`src/inc/fes_map.svh`:
```
`ifndef FES_MAP_SVH
`define FES_MAP_SVH

// timing
`define FES_CLK_MHZ 100
`define FES_T_WIN_US 50
`define FES_T_SUSP_US 15
`define FES_T_ACC_NS 70
`define FES_T_WP_NS 35
`define FES_WIN_CYC (`FES_T_WIN_US * `FES_CLK_MHZ)
`define FES_SUSP_CYC (`FES_T_SUSP_US * `FES_CLK_MHZ)
`define FES_ACC_CYC ((`FES_T_ACC_NS * `FES_CLK_MHZ + 999) / 1000)
`define FES_WP_CYC ((`FES_T_WP_NS * `FES_CLK_MHZ + 999) / 1000)
`define FES_WIN_LAG_CYC 8

// flash command bytes and addresses
`define FES_UNLOCK1_ADDR 21'h005555
`define FES_UNLOCK2_ADDR 21'h002aaa
`define FES_UNLOCK1_DATA 8'haa
`define FES_UNLOCK2_DATA 8'h55
`define FES_SETUP_DATA 8'h80
`define FES_CHIP_DATA 8'h10
`define FES_SECT_DATA 8'h30
`define FES_SUSP_DATA 8'hb0
`define FES_RES_DATA 8'h30
`define FES_PROG_DATA 8'ha0
`define FES_SECT_LSB 16
`define FES_SECT_MSB 20

// flash status bit positions
`define FES_COMPLETION_POLL_BIT 7
`define FES_TOGGLE_STATUS_BIT 6
`define FES_TIME_LIMIT_FAIL_BIT 5
`define FES_ERASE_WINDOW_BIT 3
`define FES_SUSPEND_TOGGLE_BIT 2

// apb register offsets
`define FES_REG_CMD 8'h00
`define FES_REG_ADDR 8'h04
`define FES_REG_WDATA 8'h08
`define FES_REG_STAT 8'h0c

// status register fields
`define FES_STAT_BUSY 0
`define FES_STAT_DONE 1
`define FES_STAT_FAIL 2
`define FES_STAT_REJ 3
`define FES_STAT_SUSP 4
`define FES_STAT_WIN 5
`define FES_STAT_SACT 6
`define FES_STAT_RB 7
`define FES_STAT_RD_LSB 8

`endif

```
`src/inc/fes_pkg.sv`:
```
`default_nettype none
package fes_pkg;
  typedef enum logic [2:0] {
    FES_OP_READ = 3'h0,
    FES_OP_CHIP = 3'h1,
    FES_OP_SECT = 3'h2,
    FES_OP_ADD = 3'h3,
    FES_OP_SUSP = 3'h4,
    FES_OP_RES = 3'h5,
    FES_OP_PROG = 3'h6,
    FES_OP_POLL = 3'h7
  } fes_op_t;

  typedef enum logic [2:0] {
    FES_S_IDLE = 3'h0,
    FES_S_WRITE = 3'h1,
    FES_S_WWAIT = 3'h2,
    FES_S_READ = 3'h3,
    FES_S_RWAIT = 3'h4,
    FES_S_EVAL = 3'h5
  } fes_st_t;

  typedef enum logic [1:0] {
    FES_C_IDLE = 2'h0,
    FES_C_SETUP = 2'h1,
    FES_C_PULSE = 2'h2,
    FES_C_HOLD = 2'h3
  } fes_cst_t;
endpackage : fes_pkg
`default_nettype wire

```
`src/logic/fes_flash_cycle.sv`:
```
`timescale 1ns/1ps
`default_nettype none
`include "fes_map.svh"
module fes_flash_cycle #(
  parameter int WP_CYC = `FES_WP_CYC,
  parameter int ACC_CYC = `FES_ACC_CYC
) (
  // clock and reset
  input wire logic mclk_i,
  input wire logic nrst_i,
  // request
  input wire logic go_i,
  input wire logic wr_i,
  input wire logic [20:0] addr_i,
  input wire logic [7:0] wdata_i,
  output logic done_o,
  output logic [7:0] rdata_o,
  // flash pins
  output logic ce_n_o,
  output logic oe_n_o,
  output logic we_n_o,
  output logic [20:0] addr_o,
  output logic [7:0] dq_o,
  output logic dq_oe_o,
  input wire logic [7:0] dq_i
);
  typedef struct packed {
    fes_pkg::fes_cst_t st;
    logic [3:0] cnt;
    logic wr;
    logic ce_n;
    logic oe_n;
    logic we_n;
    logic [20:0] addr;
    logic [7:0] dq;
    logic dq_oe;
    logic [7:0] rdata;
    logic done;
  } fes_cyc_t;

  fes_cyc_t r;
  fes_cyc_t nx;
  logic [3:0] last;

  // last pulse count: write pulse or read access time
  assign last = r.wr ? 4'(WP_CYC - 1) : 4'(ACC_CYC - 1);

  // one flash bus cycle: setup, strobe pulse, hold
  always_comb begin
    nx = r;
    nx.done = 1'b0;
    case (r.st)
      fes_pkg::FES_C_IDLE: begin
        if (go_i) begin
          nx.wr = wr_i;
          nx.addr = addr_i;
          nx.dq = wdata_i;
          nx.dq_oe = wr_i;
          nx.ce_n = 1'b0;
          nx.st = fes_pkg::FES_C_SETUP;
        end
      end
      fes_pkg::FES_C_SETUP: begin
        // address latched by flash on this falling edge
        nx.we_n = ~r.wr;
        nx.oe_n = r.wr;
        nx.cnt = 4'h0;
        nx.st = fes_pkg::FES_C_PULSE;
      end
      fes_pkg::FES_C_PULSE: begin
        nx.cnt = r.cnt + 4'h1;
        if (r.cnt == last) begin
          if (!r.wr) begin
            nx.rdata = dq_i;
          end
          // data byte latched on this rising edge
          nx.we_n = 1'b1;
          nx.oe_n = 1'b1;
          nx.st = fes_pkg::FES_C_HOLD;
        end
      end
      fes_pkg::FES_C_HOLD: begin
        nx.ce_n = 1'b1;
        nx.dq_oe = 1'b0;
        nx.done = 1'b1;
        nx.st = fes_pkg::FES_C_IDLE;
      end
      default: begin
        nx.st = fes_pkg::FES_C_IDLE;
      end
    endcase
  end

  // state register
  always_ff @(posedge mclk_i) begin
    if (!nrst_i) begin
      r <= '0;
      r.ce_n <= 1'b1;
      r.oe_n <= 1'b1;
      r.we_n <= 1'b1;
      r.st <= fes_pkg::FES_C_IDLE;
    end else begin
      r <= nx;
    end
  end

  // outputs straight from flops
  assign done_o = r.done;
  assign rdata_o = r.rdata;
  assign ce_n_o = r.ce_n;
  assign oe_n_o = r.oe_n;
  assign we_n_o = r.we_n;
  assign addr_o = r.addr;
  assign dq_o = r.dq;
  assign dq_oe_o = r.dq_oe;
endmodule : fes_flash_cycle
`default_nettype wire

```
`src/logic/fes_ctrl.sv`:
```
`timescale 1ns/1ps
`default_nettype none
`include "fes_map.svh"
module fes_ctrl #(
  parameter int WIN_CYC = `FES_WIN_CYC,
  parameter int SUSP_CYC = `FES_SUSP_CYC
) (
  // clock and reset
  input wire logic mclk_i,
  input wire logic nrst_i,
  // apb slave
  input wire logic psel_i,
  input wire logic penable_i,
  input wire logic pwrite_i,
  input wire logic [7:0] paddr_i,
  input wire logic [31:0] pwdata_i,
  output logic [31:0] prdata_o,
  output logic pready_o,
  output logic pslverr_o,
  // flash pins
  output logic fl_ce_n_o,
  output logic fl_oe_n_o,
  output logic fl_we_n_o,
  output logic [20:0] fl_addr_o,
  output logic [7:0] fl_dq_o,
  output logic fl_dq_oe_o,
  input wire logic [7:0] fl_dq_i,
  input wire logic ready_busy_output_i
);
  typedef struct packed {
    fes_pkg::fes_st_t st;
    fes_pkg::fes_op_t op;
    logic [2:0] step;
    logic [2:0] last;
    logic [20:0] addr;
    logic [7:0] wdata;
    logic [7:0] rdata;
    logic busy;
    logic done;
    logic fail;
    logic rej;
    logic susp;
    logic inwin;
    logic sact;
    logic retry;
    logic [15:0] wcnt;
    logic [15:0] pcnt;
    logic go;
    logic wr;
    logic [20:0] caddr;
    logic [7:0] cdata;
    logic [31:0] prdata;
  } fes_st_all_t;

  fes_st_all_t r;
  fes_st_all_t nx;
  logic cyc_done;
  logic [7:0] cyc_rdata;
  logic setup;
  logic acc_wr;
  logic mapped;
  logic [31:0] stat;
  logic [20:0] sect_addr;
  logic [28:0] sw;
  logic [2:0] cop;
  logic allowed;
  logic target;
  logic match;

  // one word of a command string: address and data for step s
  function automatic logic [28:0] step_word(
    input fes_pkg::fes_op_t op,
    input logic [2:0] s,
    input logic [20:0] a,
    input logic [7:0] d
  );
    logic [20:0] ua;
    logic [7:0] ud;
    ua = `FES_UNLOCK1_ADDR;
    ud = `FES_UNLOCK1_DATA;
    // unlock pattern shared by the chip, sector and program strings
    if (s == 3'h1 || s == 3'h4) begin
      ua = `FES_UNLOCK2_ADDR;
      ud = `FES_UNLOCK2_DATA;
    end
    case (op)
      fes_pkg::FES_OP_CHIP: begin
        if (s == 3'h2) ud = `FES_SETUP_DATA;
        if (s == 3'h5) ud = `FES_CHIP_DATA;
      end
      fes_pkg::FES_OP_SECT: begin
        if (s == 3'h2) ud = `FES_SETUP_DATA;
        if (s == 3'h5) begin
          ua = a;
          ud = `FES_SECT_DATA;
        end
      end
      fes_pkg::FES_OP_PROG: begin
        if (s == 3'h2) ud = `FES_PROG_DATA;
        if (s == 3'h3) begin
          ua = a;
          ud = d;
        end
      end
      fes_pkg::FES_OP_ADD: begin
        ua = a;
        ud = `FES_SECT_DATA;
      end
      fes_pkg::FES_OP_SUSP: begin
        ua = a; // address is a don't-care
        ud = `FES_SUSP_DATA;
      end
      fes_pkg::FES_OP_RES: begin
        ua = a;
        ud = `FES_RES_DATA;
      end
      default: begin
        ua = a;
      end
    endcase
    return {ua, ud};
  endfunction : step_word

  // sector base: only upper address bits select the sector
  assign sect_addr = {r.addr[`FES_SECT_MSB:`FES_SECT_LSB], 16'h0000};
  assign sw = step_word(r.op, r.step, r.addr, r.wdata);

  // apb decode: always ready, error on unmapped offsets
  assign setup = psel_i & ~penable_i;
  assign acc_wr = psel_i & penable_i & pwrite_i;
  assign mapped = (paddr_i == `FES_REG_CMD) || (paddr_i == `FES_REG_ADDR) ||
                  (paddr_i == `FES_REG_WDATA) || (paddr_i == `FES_REG_STAT);
  assign cop = pwdata_i[2:0];

  // status word seen by software
  always_comb begin
    stat = 32'h0000_0000;
    stat[`FES_STAT_BUSY] = r.busy;
    stat[`FES_STAT_DONE] = r.done;
    stat[`FES_STAT_FAIL] = r.fail;
    stat[`FES_STAT_REJ] = r.rej;
    stat[`FES_STAT_SUSP] = r.susp;
    stat[`FES_STAT_WIN] = r.inwin;
    stat[`FES_STAT_SACT] = r.sact;
    stat[`FES_STAT_RB] = ready_busy_output_i;
    stat[`FES_STAT_RD_LSB +: 8] = r.rdata;
  end

  // which commands may go to the flash in the present phase
  always_comb begin
    allowed = 1'b0;
    if (r.susp) begin
      // while suspended only resume, program and plain reads
      allowed = (cop == 3'(fes_pkg::FES_OP_RES)) ||
                (cop == 3'(fes_pkg::FES_OP_PROG)) ||
                (cop == 3'(fes_pkg::FES_OP_READ));
    end else if (r.sact) begin
      // erase pending: never send a string that would abort it
      allowed = (cop == 3'(fes_pkg::FES_OP_SUSP)) ||
                (cop == 3'(fes_pkg::FES_OP_POLL)) ||
                (cop == 3'(fes_pkg::FES_OP_READ)) ||
                ((cop == 3'(fes_pkg::FES_OP_ADD)) && r.inwin);
    end else begin
      // suspend, resume, add and poll make sense only inside an erase
      allowed = (cop == 3'(fes_pkg::FES_OP_CHIP)) ||
                (cop == 3'(fes_pkg::FES_OP_SECT)) ||
                (cop == 3'(fes_pkg::FES_OP_PROG)) ||
                (cop == 3'(fes_pkg::FES_OP_READ));
    end
  end

  // expected completion poll value: data bit for program, one for erase
  assign target = (r.op == fes_pkg::FES_OP_PROG) ?
                  r.wdata[`FES_COMPLETION_POLL_BIT] : 1'b1;
  assign match = (r.rdata[`FES_COMPLETION_POLL_BIT] == target);

  // registers, window timer and command sequencer
  always_comb begin
    nx = r;
    nx.go = 1'b0;
    // read data prepared in setup, shown in the access phase
    if (setup && !pwrite_i) begin
      case (paddr_i)
        `FES_REG_ADDR: nx.prdata = {11'h000, r.addr};
        `FES_REG_WDATA: nx.prdata = {24'h000000, r.wdata};
        `FES_REG_STAT: nx.prdata = stat;
        default: nx.prdata = 32'h0000_0000;
      endcase
    end
    if (acc_wr && paddr_i == `FES_REG_ADDR) nx.addr = pwdata_i[20:0];
    if (acc_wr && paddr_i == `FES_REG_WDATA) nx.wdata = pwdata_i[7:0];
    // host copy of the window, closed early by the add-to-strobe lag
    if (r.inwin && !r.susp) begin
      if (r.wcnt == 16'(WIN_CYC - 1 - `FES_WIN_LAG_CYC)) begin
        nx.inwin = 1'b0;
      end else begin
        nx.wcnt = r.wcnt + 16'h0001;
      end
    end
    // command accept
    if (acc_wr && paddr_i == `FES_REG_CMD) begin
      nx.done = 1'b0;
      nx.fail = 1'b0;
      nx.rej = 1'b0;
      if (r.busy || !allowed) begin
        nx.rej = 1'b1;
      end else begin
        nx.op = fes_pkg::fes_op_t'(cop);
        nx.busy = 1'b1;
        nx.step = 3'h0;
        nx.retry = 1'b0;
        nx.pcnt = 16'h0000;
        case (fes_pkg::fes_op_t'(cop))
          fes_pkg::FES_OP_CHIP: nx.last = 3'h5;
          fes_pkg::FES_OP_SECT: nx.last = 3'h5;
          fes_pkg::FES_OP_PROG: nx.last = 3'h3;
          default: nx.last = 3'h0;
        endcase
        if (cop == 3'(fes_pkg::FES_OP_READ) ||
            cop == 3'(fes_pkg::FES_OP_POLL)) begin
          nx.st = fes_pkg::FES_S_READ;
        end else begin
          nx.st = fes_pkg::FES_S_WRITE;
        end
      end
    end
    case (r.st)
      fes_pkg::FES_S_IDLE: begin
      end
      fes_pkg::FES_S_WRITE: begin
        nx.go = 1'b1;
        nx.wr = 1'b1;
        if (r.op == fes_pkg::FES_OP_SECT && r.step == r.last) begin
          nx.caddr = sect_addr;
        end else if (r.op == fes_pkg::FES_OP_ADD ||
                     r.op == fes_pkg::FES_OP_RES) begin
          nx.caddr = sect_addr;
        end else begin
          nx.caddr = sw[28:8];
        end
        nx.cdata = sw[7:0];
        nx.st = fes_pkg::FES_S_WWAIT;
      end
      fes_pkg::FES_S_WWAIT: begin
        if (cyc_done) begin
          if (r.step != r.last) begin
            nx.step = r.step + 3'h1;
            nx.st = fes_pkg::FES_S_WRITE;
          end else begin
            case (r.op)
              fes_pkg::FES_OP_SECT, fes_pkg::FES_OP_ADD: begin
                // each accepted sector erase or add 30h reopens the window
                nx.inwin = 1'b1;
                nx.wcnt = 16'h0000;
                nx.sact = 1'b1;
                nx.busy = 1'b0;
                nx.done = 1'b1;
                nx.st = fes_pkg::FES_S_IDLE;
              end
              fes_pkg::FES_OP_RES: begin
                nx.susp = 1'b0; // erase runs again
                nx.busy = 1'b0;
                nx.done = 1'b1;
                nx.st = fes_pkg::FES_S_IDLE;
              end
              fes_pkg::FES_OP_SUSP: begin
                nx.inwin = 1'b0; // window ends at once
                nx.st = fes_pkg::FES_S_READ;
              end
              default: begin
                // chip erase or byte program starts on the last rising strobe
                nx.st = fes_pkg::FES_S_READ;
              end
            endcase
          end
        end
      end
      fes_pkg::FES_S_READ: begin
        nx.go = 1'b1;
        nx.wr = 1'b0;
        // suspend and erase polls go to the erasing sector
        if (r.op == fes_pkg::FES_OP_SUSP || r.op == fes_pkg::FES_OP_POLL) begin
          nx.caddr = sect_addr;
        end else begin
          nx.caddr = r.addr;
        end
        nx.st = fes_pkg::FES_S_RWAIT;
      end
      fes_pkg::FES_S_RWAIT: begin
        nx.pcnt = r.pcnt + 16'h0001;
        if (cyc_done) begin
          nx.rdata = cyc_rdata;
          nx.st = fes_pkg::FES_S_EVAL;
        end
      end
      fes_pkg::FES_S_EVAL: begin
        nx.st = fes_pkg::FES_S_READ;
        nx.pcnt = r.pcnt + 16'h0001;
        if (r.op == fes_pkg::FES_OP_READ) begin
          nx.busy = 1'b0;
          nx.done = 1'b1;
          nx.st = fes_pkg::FES_S_IDLE;
        end else if (match) begin
          // completion poll bit reached its final value
          nx.busy = 1'b0;
          nx.done = 1'b1;
          nx.st = fes_pkg::FES_S_IDLE;
          if (r.op == fes_pkg::FES_OP_SUSP) nx.susp = 1'b1;
          if (r.op == fes_pkg::FES_OP_POLL) nx.sact = 1'b0;
        end else if (r.retry) begin
          // second read after time limit still not complete
          nx.fail = 1'b1;
          nx.busy = 1'b0;
          nx.done = 1'b1;
          nx.st = fes_pkg::FES_S_IDLE;
          if (r.op == fes_pkg::FES_OP_POLL) nx.sact = 1'b0;
        end else if (r.rdata[`FES_TIME_LIMIT_FAIL_BIT]) begin
          nx.retry = 1'b1; // reread: poll bit may flip with the fail bit
        end else if (r.op == fes_pkg::FES_OP_SUSP &&
                     r.pcnt >= 16'(SUSP_CYC)) begin
          // suspend not reached within 15 us
          nx.fail = 1'b1;
          nx.busy = 1'b0;
          nx.done = 1'b1;
          nx.st = fes_pkg::FES_S_IDLE;
        end
      end
      default: begin
        nx.st = fes_pkg::FES_S_IDLE;
      end
    endcase
  end

  // state register
  always_ff @(posedge mclk_i) begin
    if (!nrst_i) begin
      r <= '0;
      r.st <= fes_pkg::FES_S_IDLE;
      r.op <= fes_pkg::FES_OP_READ;
    end else begin
      r <= nx;
    end
  end

  // one flash bus cycle at a time
  fes_flash_cycle u_cycle (
    .mclk_i(mclk_i),
    .nrst_i(nrst_i),
    .go_i(r.go),
    .wr_i(r.wr),
    .addr_i(r.caddr),
    .wdata_i(r.cdata),
    .done_o(cyc_done),
    .rdata_o(cyc_rdata),
    .ce_n_o(fl_ce_n_o),
    .oe_n_o(fl_oe_n_o),
    .we_n_o(fl_we_n_o),
    .addr_o(fl_addr_o),
    .dq_o(fl_dq_o),
    .dq_oe_o(fl_dq_oe_o),
    .dq_i(fl_dq_i)
  );

  // apb answer: zero wait states
  assign prdata_o = r.prdata;
  assign pready_o = 1'b1;
  assign pslverr_o = psel_i & penable_i & ~mapped;
endmodule : fes_ctrl
`default_nettype wire

```
`config.mk`:
```
export PLATFORM = sky130hd
export DESIGN_NAME = fes_ctrl
export DESIGN_NICKNAME = d
export VERILOG_FILES = /design/src/inc/fes_pkg.sv /design/src/logic/fes_flash_cycle.sv /design/src/logic/fes_ctrl.sv
export VERILOG_INCLUDE_DIRS = /design/src /design/src/inc
export SDC_FILE = /design/constraint.sdc
export NUM_CORES = 1
export LEC_CHECK = 0
export CORE_MARGIN = 2
export CORE_UTILIZATION = 65
export DETAILED_ROUTE_END_ITERATION = 12
export DONT_BUFFER_PORTS = 1
export PLACE_DENSITY = 0.84
export SYNTH_ARGS = -nofsm -noshare
export SYNTH_HDL_FRONTEND = slang
export SYNTH_SLANG_ARGS = --single-unit
```
`constraint.sdc`:
```
create_clock -name mclk_i -period 4.8 [get_ports mclk_i]
set_input_delay 1.2 -clock mclk_i [delete_from_list [all_inputs] [get_ports mclk_i]]
set_output_delay 1.2 -clock mclk_i [all_outputs]
set_load 0.02 [all_outputs]
```
### Word-level counts from Yosys, hierarchy flattened

Cells that the tools add are included.

* register bits after elaboration: 201
* input port bits: 54
* output and inout port bits: 67
* logic and storage cells: 238

* add/subtract/negate cells: 4
* magnitude comparators: 1
* equal/unequal tests: 46
* multiplexer cells: 94
* bitwise operators: 8
* reductions and logical operators: 52

Operators by type and width (count)
* 2-to-1 mux 16 bit: 10
* one-hot mux 21 bit (3 select lines): 2
* 2-to-1 mux 21 bit: 4
* 2-to-1 mux 8 bit: 6
* one-hot mux 23 bit (2 select lines): 1
* 2-to-1 mux 3 bit: 15
* one-hot mux 8 bit (5 select lines): 1
* equality test 3 bit, second input constant: 12
* adder 16 x 1 -> 16 bit, second input constant: 2
* 2-to-1 mux 1 bit: 28
* equality test 3 x 2 -> 1 bit, second input constant: 8
* 2-to-1 mux 12 bit: 2
* 2-to-1 mux 2 bit: 12
* one-hot mux 3 bit (6 select lines): 1
* equality test 16 x 13 -> 1 bit, second input constant: 1
* equality test 8 x 4 -> 1 bit, second input constant: 2
* greater-or-equal comparator 16 x 11 -> 1 bit, second input constant: 1
* logical OR 1 bit: 16
* 2-to-1 mux 15 bit: 1
* != test 2 bit, second input constant: 7
* AND reduction 2 bit: 7
* equality test 3 x 1 -> 1 bit, second input constant: 4
* one-hot mux 1 bit (2 select lines): 5
* nonzero test 2 bit: 5
* other kinds (28): 52

### Longest topological paths before layout

Gate-level depths: netlist of the first run.

* depth after elaboration: 16
* depth in mapped cells: 9
* mapped depth without buffers: 8

### Modules after synthesis

Synthesis of the first run repeated with hierarchy kept, for this count alone.

* cell total of the unflattened synthesis: 1122
* area total of the unflattened synthesis: 9323.9 µm²

By module, submodules not included
* fes_ctrl: instances 1, cells an instance 862, area an instance 7080.5 µm², seq. area each 2822.7 µm²
* fes_flash_cycle: instances 1, cells an instance 260, area an instance 2243.4 µm², seq. area each 980.9 µm²

### Worst setup path before layout of the first run

No wires, ideal clock.

* path kind: input port to output port
* from: in paddr_i[5]
* to: out pslverr_o
* arrival: 1864 ps
* required time: 3600 ps
* slack: 1736 ps
* stages: 3
* path buffers: 0
* path through: nor4_2 -> nand2_1 -> and2_1

* word-level cells in the longest chain between the ends: 6
* elaborated cells on any way between the ends: 9
* classes of those cells: eq/ne (3); bitwise (2); reduce/logical (4)

RTL lines
* start: declaration: RTL line fes_ctrl.sv:15 `input wire logic [7:0] paddr_i,`
* equality test 8 x 3 -> 1 bit or logical NOT 8 bit (tied branches)
* logical OR 1 bit (2 in series): RTL line fes_ctrl.sv:131 `` assign mapped = (paddr_i == `FES_REG_CMD) || (paddr_i == `FES_REG_ADDR) || ``
* logical OR 1 bit (*): RTL line fes_ctrl.sv:131
* NOT 1 bit (*): RTL line fes_ctrl.sv:367 `assign pslverr_o = psel_i & penable_i & ~mapped;`
* bitwise AND 1 bit (*): RTL line fes_ctrl.sv:367
* end: declaration: RTL line fes_ctrl.sv:19 `output logic pslverr_o,`

Every way passes the cells marked *; elsewhere a longest branch is shown, timed or not.

### Worst setup path in the final report of the first run

Ends and elaborated chain as after synthesis.

==> results of run 1 <==
area by class of cell:
type	instances	area (um2)	area share
multi-input cells	783	4562	0.4895
flip-flops and latches	190	3804	0.4081
clock buffers	19	452.9	0.04860
well taps	180	225.2	0.02416
clock inverters	12	150.1	0.01611
inverters	25	96.34	0.01034
repair buffers	4	30.03	0.003222
state kept, by name (all words and copies together) (netlist names):
name             count
prdata_o            21
r                  120
u_cycle.addr_o      21
u_cycle.ce_n_o       1
u_cycle.done_o       1
u_cycle.dq_o         8
u_cycle.dq_oe_o      1
u_cycle.oe_n_o       1
u_cycle.r            7
u_cycle.rdata_o      8
u_cycle.we_n_o       1
critical path: stages:
cell and delay, ns:
nor4_2 0.35, nand2_1 0.19, and2_1 0.25
cell families after synthesis:
kind of cell | count (synthesis) | share of synthesized area
AND/OR/NAND/NOR | 416 | 0.2060
AO/OA/AOI/OAI | 261 | 0.1829
flip-flops | 190 | 0.4149
buffers and inverters | 152 | 0.09158
multiplexers | 61 | 0.06715
XOR/XNOR | 19 | 0.01815
adder cells (fa/ha/maj) | 14 | 0.01856
other | 2 | 0.0008192
report_power, final:
group / internal [mW] / switching, mW
clock: 0.807 / 0.639
sequential: 1.58 / 0.00917
combinational: 0.0305 / 0.0699
total: 2.42 / 0.718
routing by layer:
layer  vias to the layer above  wire length [um]  part of all wire
met5                         -                 0                 0
met4                         0               479             0.023
met3                        41              1789             0.087
met2                       324              9168              0.44
met1                      3514              9190              0.45
li1                       3624                 -                 -
stage by stage:
stage | power (mW) | util | area, um2 | worst slack (ns)
after floorplan | 1.729 | - | 9205 | 1.736
after global placement | 1.725 | 0.6304 | 8717 | 1.664
after detailed placement | 1.726 | 0.6304 | 8717 | 1.585
after CTS | 3.147 | 0.6741 | 9320 | 1.612
after global routing | 3.223 | 0.6741 | 9320 | 1.469
final | 3.138 | 0.6741 | 9320 | 1.612
layout by cell type (no fill, tap or decap), drive strengths merged, types with 5 or more instances in the layout:
cell type	Yosys	final
and2	9	9
nor2	154	154
nor3	13	13
nor4	7	7
nor2b	9	9
nand4	10	10
ha	12	12
a2bb2oi	8	8
conb	2	12
a31oi	13	13
a211oi	6	6
xor2	14	14
a22oi	20	20
nand3	30	30
or3	12	12
inv	25	31
a21oi	106	106
xnor2	5	5
nor3b	5	5
o31ai	5	5
a221oi	14	14
nand2	135	135
dfxtp	190	190
nand2b	15	15
mux2i	57	57
clkbuf	42	19
o21ai	41	41
o21a	5	5
final timing paths:
check / from / end / slack (ns) / cells after the start
max: paddr_i[5] / pslverr_o / 1.61 / 3
min: r[32] / r[32] / 0.45 / 2
max reg2reg: r[98] / r[146] / 2.29 / 6
min reg2reg: r[32] / r[32] / 0.45 / 2
==> impl_metrics.env, run 1 <==
export IMPL_drt_total_wl_mm=20.63
export IMPL_syn_instance_count=1115
export IMPL_fp_dieH_um=122.8
export IMPL_globalplace_congestion=0.9917
export IMPL_path_class="in2out"
export IMPL_grt_pass1_wl_mm=33.09
export IMPL_synth_area_per_cell_um2=8.222
export IMPL_timing_fmax_mhz=313.7
export IMPL_maxSlewViolCount=0
export IMPL_fin_crit_ns=3.188
export IMPL_drt_initial_drc_count=662
export IMPL_drtPass1Iterations=5
export IMPL_gr_usage_met1=0.3938
export IMPL_grt_max_degree=102
export IMPL_layoutNonFillerInstCount=1213
export IMPL_hold_violations=0
export IMPL_vias_per_cell=6.185
export IMPL_startpoint_type="input pin"
export IMPL_grtUsageTotal=0.2794
export IMPL_cts_clk_slew_worst_paths_ns=0.07
export IMPL_fin_crit_sh=0.6642
export IMPL_num_rows=43
export IMPL_antenna_left=0
export IMPL_rsz0062_at_grt="false"
export IMPL_die_w_um=122.8
export IMPL_pin_count=121
export IMPL_dp_hpwl_mm=14.05
export IMPL_synthToLayoutAreaGrowth_pct=1.665
export IMPL_start_util=0.6630
export IMPL_ys_top_cells_by_area="dfxtp_1 (41%), nor2_1 (6.3%), mux2i_1 (6.2%)"
export IMPL_tightest_slew_ns=1.092
export IMPL_yosysMostFrequentCell="dfxtp_1"
export IMPL_cts_root_buf="clkbuf_16"
export IMPL_dp_cells=1182
export IMPL_htreeDepth=4
export IMPL_slew_headroom=0.2708
export IMPL_wire_per_inst_um=17.01
export IMPL_synth_seq_cells=190
export IMPL_cts_made_buffers=17
export IMPL_port_buffers=0
export IMPL_postCtsSetupRepairBufs=0
export IMPL_worstSkewPairLatency_ns=0.45
export IMPL_nFillCells=1097
export IMPL_whs_ns=0.4528
export IMPL_finalSetupViolCount=0
export IMPL_ys_types=74
export IMPL_drv_cap=0
export IMPL_synth_top_area_share=0.4149
export IMPL_die_area_um2=15070
export IMPL_cts_buffer_depth=2
export IMPL_p_leak_nw=3.384
export IMPL_cts_sinks=190
export IMPL_synth_top_area_cell="dfxtp_1"
export IMPL_tns_ns=0
export IMPL_cp_max_fo=4
export IMPL_drcViolationCount=0
export IMPL_clock_skew_ns=0.01329
export IMPL_antennaDiodeCount=0
export IMPL_cp_end_kind="primary output"
export IMPL_synth_warnings=0
export IMPL_gr_max_usage_layer="met2"
export IMPL_antenna_found_initial=1
export IMPL_synth_edf_count=0
export IMPL_drive_above_1_share=0.05712
export IMPL_synthArstFlopShare=0
export IMPL_fin_nets=1087
export IMPL_ys_seq_area_frac=0.4149
export IMPL_met2_usage=0.4092
export IMPL_num_vias=7503
export IMPL_ir_worst_vdd_mv=0.2315
export IMPL_netlist_area_um2=9168
export IMPL_required_ns=3.60
export IMPL_gr_usage_met3=0.06924
export IMPL_crit_arrival_ns=1.99
export IMPL_cts_repair_resized=0
export IMPL_grt_pass1_vias=6709
export IMPL_cts_tree="built"
export IMPL_overflow=0
export IMPL_ys_flop_type="dfxtp_1"
export IMPL_power_density_nw_per_um2=336.6
export IMPL_cts_hold_buf=0
export IMPL_hold_class="reg2reg"
export IMPL_status="completed"
export IMPL_synth_top_cells_by_count="dfxtp_1 (190), nor2_1 (153), nand2_1 (135)"
export IMPL_design_core_area_um2=13830
No activity file was read; power rests on OpenSTA's default activity.
==> run 2, diff against run 1 <==
CORE_UTILIZATION = 58   (was 65)
PLACE_DENSITY = 0.79   (was 0.84)
clock period = 2.7 ns   (was 4.8 ns; I/O delays follow)
==> impl_metrics.env, run 2 (synthesis gave the netlist of run 1 again) <==
export IMPL_status="completed"
export IMPL_fin_crit_sh=0.8739
export IMPL_cts_root_buf="clkbuf_16"
export IMPL_dp_hpwl_mm=14.75
export IMPL_grtUsageTotal=0.2559
export IMPL_path_buf_inv=2
export IMPL_die_w_um=129.7
export IMPL_nFillCells=1350
export IMPL_clock_skew_ns=0.009870
export IMPL_fp_dieH_um=129.7
export IMPL_overflow=0
export IMPL_drive_above_1_share=0.07143
export IMPL_cp_slowest_stage_delay_ns=0.50
export IMPL_finalSetupViolCount=0
export IMPL_fin_crit_ns=2.359
export IMPL_r2r_start="r[144]"
export IMPL_rsz0062_at_grt="false"
export IMPL_layout_setup_ws_ns=0.3405
export IMPL_place_area_um2=8901
export IMPL_crit_arrival_ns=2.70
export IMPL_cts_clk_slew_worst_paths_ns=0.07
export IMPL_synthToLayoutAreaGrowth_pct=3.289
export IMPL_design_core_area_um2=15310
export IMPL_dp_cells=1229
export IMPL_crit_chain="inv_1 -> ha_1 -> inv_1 -> o21ai_1 -> a32oi_1 -> o22ai_1 -> or3b_1 -> a221oi_1"
export IMPL_slew_headroom=0.5536
export IMPL_reg2regPathDepth=8
export IMPL_final_common_cell="dfxtp_1"
export IMPL_layout_common_cells="dfxtp_1 (190), nor2_1 (153), nand2_1 (135)"
export IMPL_drcViolationCount=0
export IMPL_ir_worst_vdd_mv=0.4482
export IMPL_cts_hold_buf=0
export IMPL_whs_ns=0.2970
export IMPL_largest_register="r"
export IMPL_hold_violations=0
export IMPL_drv_cap=0
export IMPL_r2r_slack_ns=0.34
export IMPL_grt_pass1_wl_mm=34.08
export IMPL_power_density_nw_per_um2=572.0
export IMPL_critical_path_depth=8
export IMPL_hold_class="in2reg"
export IMPL_final_core_util=0.6183
export IMPL_drt_total_wl_mm=21.10
export IMPL_antennaDiodeCount=0
export IMPL_cts_buffer_depth=2
export IMPL_required_ns=3.04
export IMPL_design_area_um2=9469
export IMPL_fin_nets=1103
export IMPL_regArea_um2=3804
export IMPL_globalplace_congestion=0.9144
export IMPL_num_rows=45
export IMPL_start_util=0.5986
export IMPL_multi_input_area_um2=4562
export IMPL_drtPass1Iterations=6
export IMPL_timing_fmax_mhz=423.8
export IMPL_pin_count=121
export IMPL_cpMostUsedCell="inv_1"
export IMPL_drt_initial_drc_count=610
export IMPL_vias_per_cell=5.967
export IMPL_critPathSlowestCell="or3b_1"
export IMPL_port_buffers=0
export IMPL_htreeDepth=4
export IMPL_p_leak_nw=3.452
export IMPL_cts_tree="built"
export IMPL_wire_per_inst_um=16.73
export IMPL_place_ws_ns=0.3849
export IMPL_total_power_mw=5.416
export IMPL_antenna_found_initial=0
export IMPL_cts_repair_resized=0
export IMPL_die_area_um2=16830
export IMPL_num_vias=7525
export IMPL_cp_max_fo=7
export IMPL_grt_pass1_vias=6805
export IMPL_whs_path_depth=1
export IMPL_cts_made_buffers=17
export IMPL_antenna_left=0
export IMPL_worstSkewPairLatency_ns=0.44
export IMPL_cts_sinks=190
export IMPL_min_from="nrst_i"
export IMPL_critPathTopFamily="compound AO/OA/AOI/OAI gates"
export IMPL_crit_start="r[144]"
export IMPL_grt_max_degree=56
export IMPL_tightest_slew_ns=0.6682
export IMPL_postCtsSetupRepairBufs=0
export IMPL_startpoint_type="flop"
export IMPL_cp_end_kind="flop"
export IMPL_tns_ns=0
export IMPL_maxSlewViolCount=0
export IMPL_layoutNonFillerInstCount=1261
export IMPL_path_class="reg2reg"
export IMPL_largest_register_ffs=120
==> run 2: metal layers <==
layer	part of all wire	vias up	track usage
li1	-	3675	-
met1	0.45	3581	0.3502
met2	0.46	235	0.3930
met3	0.076	34	0.06560
met4	0.016	0	0.09235
met5	0	-	0
==> run 2: path summary, 6_finish.rpt <==
| check | endpoint |
|---|---|
| hold reg to reg | r[99] |
| setup / recovery | r[42] |
| hold / removal | u_cycle.we_n_o |
| setup reg to reg | r[42] |
==> run 2: power breakdown <==
part | leakage, nW | switching [mW] | internal (mW)
sequential | 1.53 | 0.0163 | 2.81
combinational | 1.65 | 0.128 | 0.0599
clock | 0.272 | 1.16 | 1.24
==> run 2: layout make-up <==
type / count / area share
Tap cell: 211 / 0.02788
Clock buffer: 19 / 0.04678
Inverter: 25 / 0.01017
Sequential cell: 190 / 0.4017
Clock inverter: 13 / 0.01321
Timing Repair Buffer: 20 / 0.01850
Multi-Input combinational cell: 783 / 0.4818
==> run 2: worst register-to-register path, stage by stage (launching register included) <==
cell	delay (ns)
dfxtp_1	0.41
inv_1	0.09
ha_1	0.27
inv_1	0.17
o21ai_1	0.16
a32oi_1	0.23
o22ai_1	0.10
or3b_1	0.50
a221oi_1	0.34
==> run 3, diff against run 2 <==
ABC_AREA = 1   (was default)
==> impl_metrics.env, run 3 <==
export IMPL_tns_ns=0
export IMPL_port_buffers=0
export IMPL_synthXorXnorAreaFrac=0.009928
export IMPL_cp_slowest_stage_delay_ns=0.60
export IMPL_cpMostUsedCell="inv_1"
export IMPL_required_ns=3.08
export IMPL_path_class="reg2reg"
export IMPL_synthToLayoutAreaGrowth_pct=3.558
export IMPL_drv_cap=0
export IMPL_grt_max_degree=113
export IMPL_critPathTopFamily="buffers and inverters"
export IMPL_crit_start="r[151]"
export IMPL_tightest_slew_ns=0.7138
export IMPL_ir_worst_vdd_mv=0.4769
export IMPL_cts_buffer_depth=2
export IMPL_final_common_cell="nand2_1"
export IMPL_synth_top_cells_by_count="nand2_1 (284), nor2_1 (204), dfxtp_1 (190)"
export IMPL_synth_top_area_cell="dfxtp_1"
export IMPL_antenna_found_initial=0
export IMPL_critPathSlowestCell="inv_1"
export IMPL_fp_dieH_um=133.4
export IMPL_worstSkewPairLatency_ns=0.45
export IMPL_ys_flop_type="dfxtp_1"
export IMPL_cts_repair_resized=0
export IMPL_synth_seq_cells=190
export IMPL_dp_cells=1565
export IMPL_antenna_left=0
export IMPL_largest_register_ffs=120
export IMPL_fin_nets=1430
export IMPL_finalSetupViolCount=0
export IMPL_fin_crit_ns=2.068
export IMPL_postCtsSetupRepairBufs=0
export IMPL_crit_arrival_ns=2.45
export IMPL_synth_area_per_cell_um2=6.758
export IMPL_drt_initial_drc_count=870
export IMPL_grtUsageTotal=0.2726
export IMPL_vias_per_cell=5.583
export IMPL_synth_compound_area_frac=0.1479
export IMPL_cp_max_fo=20
export IMPL_cts_root_buf="clkbuf_16"
export IMPL_place_ws_ns=0.5365
export IMPL_path_buf_inv=3
export IMPL_grt_pass1_vias=8071
export IMPL_synthArstFlopShare=0
export IMPL_die_w_um=133.4
export IMPL_slew_headroom=0.5236
export IMPL_rsz0062_at_grt="false"
export IMPL_cts_made_buffers=17
export IMPL_wire_per_inst_um=14.87
export IMPL_num_vias=8916
export IMPL_ys_top_cells_by_area="dfxtp_1 (39%), nand2_1 (11%), nor2_1 (7.9%)"
export IMPL_startpoint_type="flop"
export IMPL_crit_chain="inv_1 -> nand2_1 -> nor2_1 -> inv_1 -> nand2_1 -> inv_1 -> a22oi_1 -> a21oi_1"
export IMPL_overflow=0
export IMPL_cts_clk_slew_worst_paths_ns=0.08
export IMPL_muxShareOfSynthArea=0
export IMPL_ys_types=41
export IMPL_drtPass1Iterations=6
export IMPL_synth_simple_area_share=0.3074
export IMPL_netlist_area_um2=9704
export IMPL_total_power_mw=5.794
export IMPL_r2r_end="r[53]"
export IMPL_layoutNonFillerInstCount=1597
export IMPL_hold_class="in2reg"
export IMPL_design_core_area_um2=16470
export IMPL_nFillCells=1503
export IMPL_die_area_um2=17780
export IMPL_synth_edf_count=0
export IMPL_layout_common_cells="nand2_1 (284), nor2_1 (204), dfxtp_1 (190)"
export IMPL_regArea_um2=3804
export IMPL_htreeDepth=4
export IMPL_cp_end_kind="flop"
export IMPL_drt_total_wl_mm=23.74
export IMPL_status="completed"
export IMPL_dp_hpwl_mm=16.79
export IMPL_yosysMostFrequentCell="nand2_1"
export IMPL_fin_crit_sh=0.7661
export IMPL_syn_instance_count=1436
export IMPL_timing_fmax_mhz=483.5
export IMPL_critical_path_depth=8
export IMPL_power_density_nw_per_um2=576.5
export IMPL_largest_register="r"
export IMPL_cts_sinks=190
export IMPL_drcViolationCount=0
export IMPL_hold_violations=0
export IMPL_r2r_start="r[151]"
export IMPL_grt_pass1_wl_mm=39.38
export IMPL_r2r_slack_ns=0.63
export IMPL_maxSlewViolCount=0
export IMPL_globalplace_congestion=0.9769
export IMPL_layout_setup_ws_ns=0.6316
export IMPL_clock_skew_ns=0.008814
export IMPL_cts_hold_buf=0
export IMPL_pin_count=121
export IMPL_num_rows=47
export IMPL_synth_fa_ha_area_frac=0.01547
export IMPL_synth_top_area_share=0.3920
export IMPL_ys_seq_area_frac=0.3920
export IMPL_multi_input_area_um2=4710
export IMPL_synth_top_family_by_area="simple AND/OR/NAND/NOR gates"
export IMPL_drive_above_1_share=0.05519
export IMPL_synth_warnings=0
export IMPL_cts_tree="built"
export IMPL_p_leak_nw=3.806
export IMPL_cp_endpoint="r[53]"
export IMPL_reg2regPathDepth=8
export IMPL_start_util=0.5894
export IMPL_antennaDiodeCount=0
run 3: cell count changes in the layout (fill, tap and decap cells not counted), moves of 19 or more:
cell | before | now
a22oi_1 | 20 | 1
inv_1 | 23 | 124
mux2i_1 | 57 | 0
nand2_1 | 135 | 284
nand3_1 | 30 | 149
nor2_1 | 153 | 204
o21ai_0 | 38 | 118
run 3: worst min-delay path by stage:
stage,start,end,cells past startpoint
floorplan,r[104],r[104],2
global placement,r[106],r[106],2
detailed placement,r[103],r[103],2
CTS,nrst_i,u_cycle.we_n_o,1
global route,nrst_i,u_cycle.we_n_o,1
finish,nrst_i,u_cycle.we_n_o,1
run 3: layout make-up:
| class | count | area share |
|---|---|---|
| clock buffers | 17 | 0.04233 |
| clock inverters | 15 | 0.02154 |
| inverters | 135 | 0.05042 |
| multi-input cells | 1005 | 0.4686 |
| flip-flops and latches | 190 | 0.3785 |
| well taps | 220 | 0.02739 |
| repair buffers | 15 | 0.01121 |
run 3: kinds of logic after synthesis:
family,after synthesis
AND/OR/NAND/NOR,696
flip-flops,190
AO/OA/AOI/OAI,274
adder cells (fa/ha/maj),12
buffers and inverters,251
other,2
XOR/XNOR,11
run 3: per-layer routing:
metal | vias to the layer above | track usage | wire, um | part of all wire
met5 | - | 0 | 0 | 0
met4 | 0 | 0.1135 | 647 | 0.027
met3 | 48 | 0.06355 | 1805 | 0.076
met2 | 323 | 0.4373 | 10930 | 0.46
met1 | 4073 | 0.3547 | 10360 | 0.44
li1 | 4472 | - | - | -
run 3: report_power, final:
| part | internal (mW) | switching (mW) | leakage [nW] |
|---|---|---|---|
| Combinational | 0.0632 | 0.155 | 1.96 |
| Clock | 1.51 | 1.21 | 0.311 |
| Sequential | 2.82 | 0.0271 | 1.53 |
run 3: stage by stage:
stage	hold slack, ns	utilization	instance area [um2]
finish	0.3057	0.6103	10050
global route	0.3028	0.6103	10050
CTS	0.2955	0.6103	10050
detailed placement	0.4384	0.5714	9408
global placement	0.4340	0.5714	9408
floorplan	0.4245	-	9742
